==> src/rtl/fbsig_pkg.sv <==
package fbsig_pkg;

  localparam int CLK_HZ          = 40_000_000;
  // fast burst: about ten flashes per second, so one half period is 50 ms
  localparam int FAST_HALF_MS    = 50;
  localparam int FAST_HALF_CYC   = CLK_HZ / 1000 * FAST_HALF_MS;
  // slow series: about one flash per second, so one half period is 500 ms
  localparam int SLOW_HALF_MS    = 500;
  localparam int SLOW_HALF_CYC   = CLK_HZ / 1000 * SLOW_HALF_MS;
  localparam int PAUSE_MS        = 1500;
  localparam int PAUSE_CYC       = CLK_HZ / 1000 * PAUSE_MS;
  localparam int WDOG_MS         = 100;
  localparam int WDOG_CYC        = CLK_HZ / 1000 * WDOG_MS;
  localparam int STARTUP_MS      = 1500;
  localparam int STARTUP_CYC     = CLK_HZ / 1000 * STARTUP_MS;
  localparam int FAST_FLASHES    = 10;

  localparam logic [3:0] CODE_HW     = 4'h1;
  localparam logic [3:0] CODE_CFG    = 4'h2;
  localparam logic [3:0] CODE_CMD    = 4'h3;
  localparam logic [3:0] CODE_DATA   = 4'h4;
  localparam logic [3:0] CODE_REG    = 4'h5;
  localparam logic [3:0] CODE_FBUS   = 4'h6;
  localparam logic [3:0] CODE_MOD    = 4'h7;
  localparam logic [3:0] CODE_RSV8   = 4'h8;
  localparam logic [3:0] CODE_RSV9   = 4'h9;
  localparam logic [3:0] CODE_RUN    = 4'hA;

  localparam logic [7:0] ARG_MAX_HW   = 8'h0D;
  localparam logic [7:0] ARG_MAX_CFG  = 8'h03;
  localparam logic [7:0] ARG_MAX_FBUS = 8'h08;
  localparam logic [7:0] ARG_MAX_RUN  = 8'h03;

  localparam logic [15:0] FBUS_ERR_NONE = 16'h0000;
  localparam logic [15:0] FBUS_ERR_FAIL = 16'h0001;

  typedef enum logic [2:0] {
    FBSIG_BOOT  = 3'b000,
    FBSIG_OK    = 3'b001,
    FBSIG_BURST = 3'b010,
    FBSIG_P1    = 3'b011,
    FBSIG_CODE  = 3'b100,
    FBSIG_P2    = 3'b101,
    FBSIG_ARG   = 3'b110,
    FBSIG_P3    = 3'b111
  } fbsig_phase_t;

  typedef struct packed {
    logic [3:0] code;
    logic [7:0] arg;
  } fbsig_fault_t;

  typedef struct packed {
    logic lampGreen;
    logic lampRed;
  } fbsig_lamp_t;

endpackage

==> src/rtl/fbsig_signaller.sv <==
`timescale 1ns/10ps
`default_nettype none

// What this block does
// - each display opens with a fast burst near ten flashes per second
// - after a pause, slow flashes at one per second count the code
// - after a second pause, slow flashes count the fault argument
// - code 1 is hardware faults, arguments 1 to 13
// - code 2 is configuration faults, arguments 1 to 3
// - code 3 is bus command fault with argument zero, no argument series
// - code 4 is bus data fault; argument n means broken after module n
// - code 5 is register communication fault after module n
// - code 6 is fieldbus faults, arguments 1 to 8
// - code 7 is unsupported module at position n
// - codes 8 and 9 are reserved and never shown
// - code 10 is runtime errors, arguments 1 to 3
// - modules without process data are skipped when counting positions
// - on fieldbus failure outputs hold unless a watchdog is configured
// - every successful transfer restarts the watchdog
// - on expiry flag is true and word is 1; otherwise false and 0
// - after timeout outputs take the application-configured safe state
// - burst, code and argument series repeat while the fault persists
// - fast flash during bus start-up, steady green if clean, else code
// - fault codes show red and clear only at a full restart
module fbsig_signaller #(
  parameter int PAUSE_CYCLES   = fbsig_pkg::PAUSE_CYC,
  parameter int WDOG_CYCLES    = fbsig_pkg::WDOG_CYC,
  parameter int FAST_CYCLES    = fbsig_pkg::FAST_HALF_CYC,
  parameter int SLOW_CYCLES    = fbsig_pkg::SLOW_HALF_CYC,
  parameter int STARTUP_CYCLES = fbsig_pkg::STARTUP_CYC,
  parameter int OUT_W          = 16
) (
  input  wire logic                   clk_sys,
  input  wire logic                   rst_b,
  input  wire logic                   busInitDone,
  input  wire logic                   faultValid,
  input  wire fbsig_pkg::fbsig_fault_t faultIn,
  input  wire logic [63:0]            moduleHasData,
  input  wire logic [5:0]             moduleIndex,
  input  wire logic                   xferOk,
  input  wire logic                   wdogEnable,
  input  wire logic [OUT_W-1:0]       fbusOutputs,
  input  wire logic [OUT_W-1:0]       safeOutputs,
  output logic                        lampRed,
  output logic                        lampGreen,
  output logic                        fieldbus_failure_flag,
  output logic [15:0]                 fieldbusErrorWord,
  output logic [OUT_W-1:0]            fieldOutputs,
  output logic [3:0]                  shownCode,
  output logic [7:0]                  shownArg
);

  localparam int CW = 32;

  typedef struct packed {
    fbsig_pkg::fbsig_phase_t phase;
    logic [CW-1:0]           timer;
    logic [CW-1:0]           wdog;
    logic [CW-1:0]           boot;
    logic [7:0]              left;
    logic                    lit;
    logic                    latched;
    fbsig_pkg::fbsig_fault_t fault;
    fbsig_pkg::fbsig_lamp_t  lamp;
    logic                    fail;
    logic [15:0]             errWord;
    logic [OUT_W-1:0]        outs;
    logic                    initSync1;
    logic                    initSync2;
  } fbsig_state_t;

  fbsig_state_t st_ff;
  fbsig_state_t nxt_st;

  // counts modules with process data at or below the raw slot index
  function automatic logic [7:0] fbsig_position(input logic [63:0] has,
                                                input logic [5:0]  idx);
    logic [7:0] n;
    n = 8'h00;
    for (int i = 0; i < 64; i++) begin
      if ((i[5:0] <= idx) && has[i]) begin
        n = n + 8'h01;
      end
    end
    return n;
  endfunction

  // screens a reported fault against the catalogue; zero code means drop it
  function automatic fbsig_pkg::fbsig_fault_t fbsig_screen(
      input fbsig_pkg::fbsig_fault_t f,
      input logic [7:0]              pos);
    fbsig_pkg::fbsig_fault_t r;
    r = f;
    unique case (f.code)
      fbsig_pkg::CODE_HW: begin
        if (f.arg == 8'h00 || f.arg > fbsig_pkg::ARG_MAX_HW) begin
          r.code = 4'h0;
        end
      end
      fbsig_pkg::CODE_CFG: begin
        if (f.arg == 8'h00 || f.arg > fbsig_pkg::ARG_MAX_CFG) begin
          r.code = 4'h0;
        end
      end
      fbsig_pkg::CODE_CMD: begin
        r.arg = 8'h00;
      end
      fbsig_pkg::CODE_DATA: begin
        r.arg = (f.arg == 8'h00) ? 8'h00 : pos;
      end
      fbsig_pkg::CODE_REG: begin
        r.arg = pos;
      end
      fbsig_pkg::CODE_FBUS: begin
        if (f.arg == 8'h00 || f.arg > fbsig_pkg::ARG_MAX_FBUS) begin
          r.code = 4'h0;
        end
      end
      fbsig_pkg::CODE_MOD: begin
        r.arg = pos;
      end
      fbsig_pkg::CODE_RUN: begin
        if (f.arg == 8'h00 || f.arg > fbsig_pkg::ARG_MAX_RUN) begin
          r.code = 4'h0;
        end
      end
      default: begin
        r.code = 4'h0;
      end
    endcase
    return r;
  endfunction

  fbsig_pkg::fbsig_fault_t screened;
  logic                    timerDone;
  logic [CW-1:0]           halfLen;

  always_comb begin
    screened = fbsig_screen(faultIn, fbsig_position(moduleHasData,
                                                    moduleIndex));
    timerDone = (st_ff.timer == '0);
    // the burst uses the short half period, both counted series the long
    if (st_ff.phase == fbsig_pkg::FBSIG_BURST) begin
      halfLen = CW'(FAST_CYCLES - 1);
    end else begin
      halfLen = CW'(SLOW_CYCLES - 1);
    end
  end

  always_comb begin
    nxt_st = st_ff;
    nxt_st.initSync1 = busInitDone;
    nxt_st.initSync2 = st_ff.initSync1;

    if (!timerDone) begin
      nxt_st.timer = st_ff.timer - CW'(1);
    end

    // first fault wins; later reports cannot replace it before a restart
    if (faultValid && !st_ff.latched && screened.code != 4'h0) begin
      nxt_st.latched = 1'b1;
      nxt_st.fault   = screened;
    end

    unique case (st_ff.phase)
      fbsig_pkg::FBSIG_BOOT: begin
        if (st_ff.boot != '0) begin
          nxt_st.boot = st_ff.boot - CW'(1);
        end
        if (timerDone) begin
          nxt_st.timer = CW'(FAST_CYCLES - 1);
          nxt_st.lit   = ~st_ff.lit;
        end
        if (st_ff.latched && st_ff.initSync2) begin
          nxt_st.phase = fbsig_pkg::FBSIG_BURST;
          nxt_st.left  = 8'(fbsig_pkg::FAST_FLASHES);
          nxt_st.timer = CW'(FAST_CYCLES - 1);
          nxt_st.lit   = 1'b1;
        end else if (st_ff.initSync2 && st_ff.boot == '0) begin
          nxt_st.phase = fbsig_pkg::FBSIG_OK;
        end
      end
      fbsig_pkg::FBSIG_OK: begin
        nxt_st.lit = 1'b0;
        if (st_ff.latched) begin
          nxt_st.phase = fbsig_pkg::FBSIG_BURST;
          nxt_st.left  = 8'(fbsig_pkg::FAST_FLASHES);
          nxt_st.timer = CW'(FAST_CYCLES - 1);
          nxt_st.lit   = 1'b1;
        end
      end
      fbsig_pkg::FBSIG_BURST, fbsig_pkg::FBSIG_CODE,
      fbsig_pkg::FBSIG_ARG: begin
        if (timerDone) begin
          nxt_st.timer = halfLen;
          if (st_ff.lit) begin
            nxt_st.lit  = 1'b0;
            nxt_st.left = st_ff.left - 8'h01;
          end else if (st_ff.left != 8'h00) begin
            nxt_st.lit = 1'b1;
          end else begin
            nxt_st.timer = CW'(PAUSE_CYCLES - 1);
            if (st_ff.phase == fbsig_pkg::FBSIG_BURST) begin
              nxt_st.phase = fbsig_pkg::FBSIG_P1;
            end else if (st_ff.phase == fbsig_pkg::FBSIG_CODE) begin
              nxt_st.phase = fbsig_pkg::FBSIG_P2;
            end else begin
              nxt_st.phase = fbsig_pkg::FBSIG_P3;
            end
          end
        end
      end
      fbsig_pkg::FBSIG_P1: begin
        if (timerDone) begin
          nxt_st.phase = fbsig_pkg::FBSIG_CODE;
          nxt_st.left  = {4'h0, st_ff.fault.code};
          nxt_st.timer = CW'(SLOW_CYCLES - 1);
          nxt_st.lit   = 1'b1;
        end
      end
      fbsig_pkg::FBSIG_P2: begin
        if (timerDone) begin
          if (st_ff.fault.arg == 8'h00) begin
            nxt_st.phase = fbsig_pkg::FBSIG_P3;
            nxt_st.timer = CW'(PAUSE_CYCLES - 1);
          end else begin
            nxt_st.phase = fbsig_pkg::FBSIG_ARG;
            nxt_st.left  = st_ff.fault.arg;
            nxt_st.timer = CW'(SLOW_CYCLES - 1);
            nxt_st.lit   = 1'b1;
          end
        end
      end
      fbsig_pkg::FBSIG_P3: begin
        if (timerDone) begin
          nxt_st.phase = fbsig_pkg::FBSIG_BURST;
          nxt_st.left  = 8'(fbsig_pkg::FAST_FLASHES);
          nxt_st.timer = CW'(FAST_CYCLES - 1);
          nxt_st.lit   = 1'b1;
        end
      end
    endcase

    if (st_ff.phase == fbsig_pkg::FBSIG_OK) begin
      nxt_st.lamp.lampGreen = !st_ff.latched;
      nxt_st.lamp.lampRed   = 1'b0;
    end else begin
      // start-up and fault display only ever light red
      nxt_st.lamp.lampGreen = 1'b0;
      nxt_st.lamp.lampRed   = st_ff.lit;
    end

    // held at full period in start-up, so any exit starts a fresh timeout
    if (st_ff.phase == fbsig_pkg::FBSIG_BOOT) begin
      nxt_st.wdog = CW'(WDOG_CYCLES - 1);
    end else if (!wdogEnable) begin
      nxt_st.wdog = CW'(WDOG_CYCLES - 1);
      nxt_st.fail = 1'b0;
    end else if (xferOk) begin
      nxt_st.wdog = CW'(WDOG_CYCLES - 1);
      nxt_st.fail = 1'b0;
    end else if (st_ff.wdog != '0) begin
      nxt_st.wdog = st_ff.wdog - CW'(1);
    end else begin
      nxt_st.fail = 1'b1;
    end

    if (nxt_st.fail) begin
      nxt_st.errWord = fbsig_pkg::FBUS_ERR_FAIL;
      nxt_st.outs    = safeOutputs;
    end else begin
      nxt_st.errWord = fbsig_pkg::FBUS_ERR_NONE;
      if (xferOk) begin
        nxt_st.outs = fbusOutputs;
      end
    end
    // no update without a good transfer: outputs simply hold
  end

  always_ff @(posedge clk_sys or negedge rst_b) begin
    if (!rst_b) begin
      st_ff       <= '0;
      st_ff.phase <= fbsig_pkg::FBSIG_BOOT;
      st_ff.boot  <= CW'(STARTUP_CYCLES - 1);
      st_ff.wdog  <= CW'(WDOG_CYCLES - 1);
    end else begin
      st_ff <= nxt_st;
    end
  end

  assign lampRed               = st_ff.lamp.lampRed;
  assign lampGreen             = st_ff.lamp.lampGreen;
  assign fieldbus_failure_flag = st_ff.fail;
  assign fieldbusErrorWord     = st_ff.errWord;
  assign fieldOutputs          = st_ff.outs;
  assign shownCode             = st_ff.fault.code;
  assign shownArg              = st_ff.fault.arg;

endmodule // fbsig_signaller

`default_nettype wire

==> config.mk <==
export PLATFORM = sky130hd
export DESIGN_NAME = fbsig_signaller
export DESIGN_NICKNAME = d
export VERILOG_FILES = /design/src/rtl/fbsig_pkg.sv /design/src/rtl/fbsig_signaller.sv
export SDC_FILE = /design/constraint.sdc
export NUM_CORES = 1
export LEC_CHECK = 0
export BUFFER_PORTS_ARGS = -buffer_cell sky130_fd_sc_hd__buf_2
export CAP_MARGIN = 40
export CORE_MARGIN = 2
export CORE_UTILIZATION = 53
export CTS_CLUSTER_DIAMETER = 80
export DETAILED_ROUTE_END_ITERATION = 8
export GPL_TIMING_DRIVEN = 0
export PLACE_DENSITY = 0.71
export SYNTH_ARGS = -nofsm -noshare
export SYNTH_HDL_FRONTEND = slang
export SYNTH_SLANG_ARGS = --single-unit
==> constraint.sdc <==
create_clock -name clk_sys -period 3.8 [get_ports clk_sys]
set_clock_uncertainty 0.1 [all_clocks]
set_input_delay 0.19 -clock clk_sys [delete_from_list [all_inputs] [get_ports clk_sys]]
set_output_delay 0.19 -clock clk_sys [all_outputs]
set_load 0.005 [all_outputs]
==> qor.tcl <==
set qor(ys_seq_elements) 142
set qor(drive_gt1_share_pct) 26.3
set qor(synth.distinct_cells) 109
set qor(gp_congestion) 0.932
set qor(final.setup.worst_slack_ns) -32.22
set qor(grt_antenna_before_repair) 5
set qor(floorplan.rows) 71
set qor(finalMaxSlewViolations) 0
set qor(timing.final.crit_period_ns) 36.02
set qor(failed_checks) {negative setup slack}
set qor(track_usage_pct) 27.0
set qor(floorplan.io_pins) 167
set qor(setup.worst_path.start_class) {primary input}
set qor(synth-main-ff-cell) {dfrtp_1}
set qor(antenna_violating_nets_post_route) 0
set qor(reg2reg_setup_slack_ns) 0.24
set qor(crit-reg2reg-launch) {st_ff[99]$_DFFE_PN0P_}
set qor(timing.critical_path.to) {shownArg[7]$_DFFE_PN0P_}
set qor(post_synth_inst_count) 2519
set qor(worstPathBufferInverterCount) 20
set qor(crit_slowest_cell) {or4_4}
set qor(avgViaCountPerCell) 5.82
set qor(synth_largest_area_cell) {dfrtp_1}
set qor(grt_setup_unrepaired) {true}
set qor(number_of_cells_in_the_finished_layout_apart_from_fillers) 3399
set qor(crit_family) {adder cells}
set qor(mappedNetlistArea_mm2) 0.0200
set qor(holdCritPathClass) {primary input to flip-flop}
set qor(clock_latency_ns) 0.43
set qor(cts_max_path_buffers) 2
set qor(cp_common_cell) {ha_4}
set qor(area_of_the_core_region_mm2) 0.0374
set qor(hpwlAfterDp_um) 42100
set qor(netlist.area_leader.share_pct) 13.9
set qor(area_growth_pct) 25.7
set qor(async_flop_share_pct) 100
set qor(dr_total_vias) 19791
set qor(finalNetCount) 3063
set qor(drtIter0Drc) 1542
set qor(clock-root-buffer) {clkbuf_16}
set qor(finalHoldViolCount) 0
set qor(tritoncts) {built}
set qor(timing_worst_slew_pin_value_ns) 0.896
set qor(first_global_vias) 18203
set qor(pin_count_of_the_biggest_net_entering_global_routing) 74
set qor(cts_max_level) 4
set qor(timing.max_slew.rel_slack_pct) 39.5
set qor(crit_start) {moduleIndex[4]}
set qor(timing.max_cap.violations) 0
set qor(delay_of_the_slowest_cell_on_the_worst_path_ns) 0.49
set qor(synth_sequential_area_ratio_pct) 18.0
set qor(first_pass_iteration_count_of_the_detailed_router) 6
set qor(die_w_um) 198
set qor(die_area_mm2) 0.0393
set qor(mean_routed_wirelength_per_cell_um) 16.7
set qor(detail_route.wirelength_um) 56800
set qor(numPortBuffers) 150
set qor(count_of_clock_tree_sinks) 142
set qor(critPathCaptureType) {flip-flop}
set qor(finalHoldWorstSlack_ns) 0.00697
set qor(result_of_the_run) {complete, but fails checks}
set qor(timing.critical_path.depth) 220
set qor(timing.final.crit_share_pct) 948
set qor(worst_ep_required_time_ns) 4.05
set qor(timing.critical_path.arrival_ns) 36.27
set qor(critPathMaxFanout) 6
set qor(max_frequency_mhz) 27.8
set qor(timing.rr.end) {st_ff[122]$_DFFE_PN0P_}
set qor(synth.top_cells.by_area) {dfrtp_1 14%, xnor2_1 10%, nand2_1 5.9%, xor2_1 4.6%, ha_1 4.3%}
set qor(ys_warn_count) 0
set qor(grt_pass1_wl_um) 88000
set qor(grt_remaining_overflow) 0
set qor(starting_density_of_the_core_pct) 53.4
set qor(setup_viol_count_final) 8
set qor(synth_edf_count) 0
set qor(critPathKind) {primary input to flip-flop}
set qor(cts_made_buffers) 17
set qor(worstRegToRegCells) 15
set qor(dieHeight_um) 198
set qor(clk_pin_slew_worst_paths_ns) 0.06
set qor(placedCellCount) 3196
set qor(synth.avg_cell_area_um2) 7.93
set qor(drt_drc_violations_left) 0
==> final cells by class <==
class	count	area, um2
clock inverters	12	161
diodes	2	5.00
repair buffers	324	2190
multi-input cells	2186	17100
well taps	511	639
clock buffers	19	433
inverters	79	304
flip-flops and latches	142	3590
plain buffers	124	721
fillers	2989	12300
==> placed cells by master, fill, tap and decap left out, types with 34 or more instances in the layout <==
cell type and instances:
xor2_1 101, nand3_1 84, xnor2_1 226, ha_4 43
and3_1 34, nand2_1 281, nor2_1 204, buf_2 171
o21ai_0 120, buf_4 182, nor3_1 71, inv_1 61
a21oi_1 82, mux2i_1 45, nor4_1 45, dfrtp_1 111
nor2b_1 42, clkbuf_1 46
==> metrics by stage <==
| step | setup WS, ns | instance area, um2 | TNS, ns | utilization [%] |
|---|---|---|---|---|
| CTS | -32.81 | 23800 | -231.79 | 63.8 |
| global placement | -35.56 | 22000 | -251.75 | 59.0 |
| finish | -32.22 | 25100 | -228.22 | 67.1 |
| global route | -33.64 | 25100 | -238.27 | 67.1 |
| floorplan | -32.57 | 20700 | -229.16 | - |
| detailed placement | -36.22 | 22100 | -257.43 | 59.1 |
==> per-layer routing <==
layer	vias up	global-route usage, %	routed length, um	part of all wire, %
li1	9725	-	-	-
met1	9389	35.9	25200	44
met2	577	46.8	27500	48
met3	96	2.64	2620	4.6
met4	4	7.24	1370	2.4
met5	-	0	19	0.033
==> logic make-up after synthesis <==
kind of cell	after synthesis	synth area share (%)
and+or+nand+nor	1040	25.6
AOI/OAI and AO/OA	559	19.1
xor gates and xnor gates	428	24.2
buffers and inverters	205	4.92
DFF	142	18.0
adders and majority gates	74	4.57
muxes	70	3.66
other	1	0.0188
==> synth_stat cells (all sizes together) (10+ instances only) <==
| cell type | instances |
|---|---|
| buf | 79 |
| o211ai | 34 |
| a21o | 12 |
| o21ai | 158 |
| ha | 69 |
| mux2 | 22 |
| xor2 | 116 |
| nand3b | 14 |
| or2 | 30 |
| nand4 | 32 |
| nand3 | 86 |
| o31ai | 11 |
| a21oi | 102 |
| o22ai | 23 |
| a32oi | 12 |
| and3 | 36 |
| a211oi | 17 |
| nand2b | 31 |
| xnor2 | 266 |
| nor4 | 48 |
| nor2 | 223 |
| nor3 | 75 |
| nor3b | 10 |
| a31oi | 29 |
| dfrtp | 111 |
| mux2i | 48 |
| clkbuf | 47 |
| or4 | 15 |
| and2 | 30 |
| nand2 | 312 |
| inv | 79 |
| or3 | 31 |
| a22oi | 11 |
| o211a | 20 |
| xnor3 | 41 |
| nor2b | 46 |
| o21a | 22 |
| dfstp | 31 |
==> flip-flops by register name, summed over array words and instances (netlist names) <==
name               count
lampRed                1
fieldOutputs          16
shownArg               8
lampGreen              1
st_ff                110
nxt_st                 1
shownCode              4
fieldbusErrorWord      1
==> worst min path at each step <==
stage	start	endpoint	slack (ns)	cells after the start
after floorplan	rst_b	fieldOutputs[0]$_DFFE_PN0P_	-0.21	0
final	fbusOutputs[14]	fieldOutputs[14]$_DFFE_PN0P_	0.007	3
after CTS	fbusOutputs[14]	fieldOutputs[14]$_DFFE_PN0P_	0.002	3
after global placement	busInitDone	nxt_st[0]$_DFF_PN0_	0.20	1
after global routing	fbusOutputs[5]	fieldOutputs[5]$_DFFE_PN0P_	0.01	3
after detailed placement	rst_b	fieldOutputs[2]$_DFFE_PN0P_	0.13	1
==> what timing repair did <==
action                     CTS  global route
resized for setup           53           143
hold endpoints to repair    81             0
setup endpoints to repair   19            35
pin swaps                   70           108
setup buffers               80            65
hold buffers                28             0
==> worst register-to-register path, stage by stage (launching register included) <==
cell and delay (ns):
dfrtp_1 0.43, or4_1 0.54, or4_1 0.47, nor2_2 0.19
nand4_1 0.20, nor4_4 0.23, nand2_2 0.14, and2_2 0.28
nand2_2 0.13, nor2_1 0.09, nand2_1 0.11, nor2_1 0.08
nand3b_1 0.15, nor2_1 0.08, xnor2_1 0.16, nor2_1 0.06
Power is not shown: default switching activity piles up to over one toggle a cycle in this logic, so the estimate is an artifact.
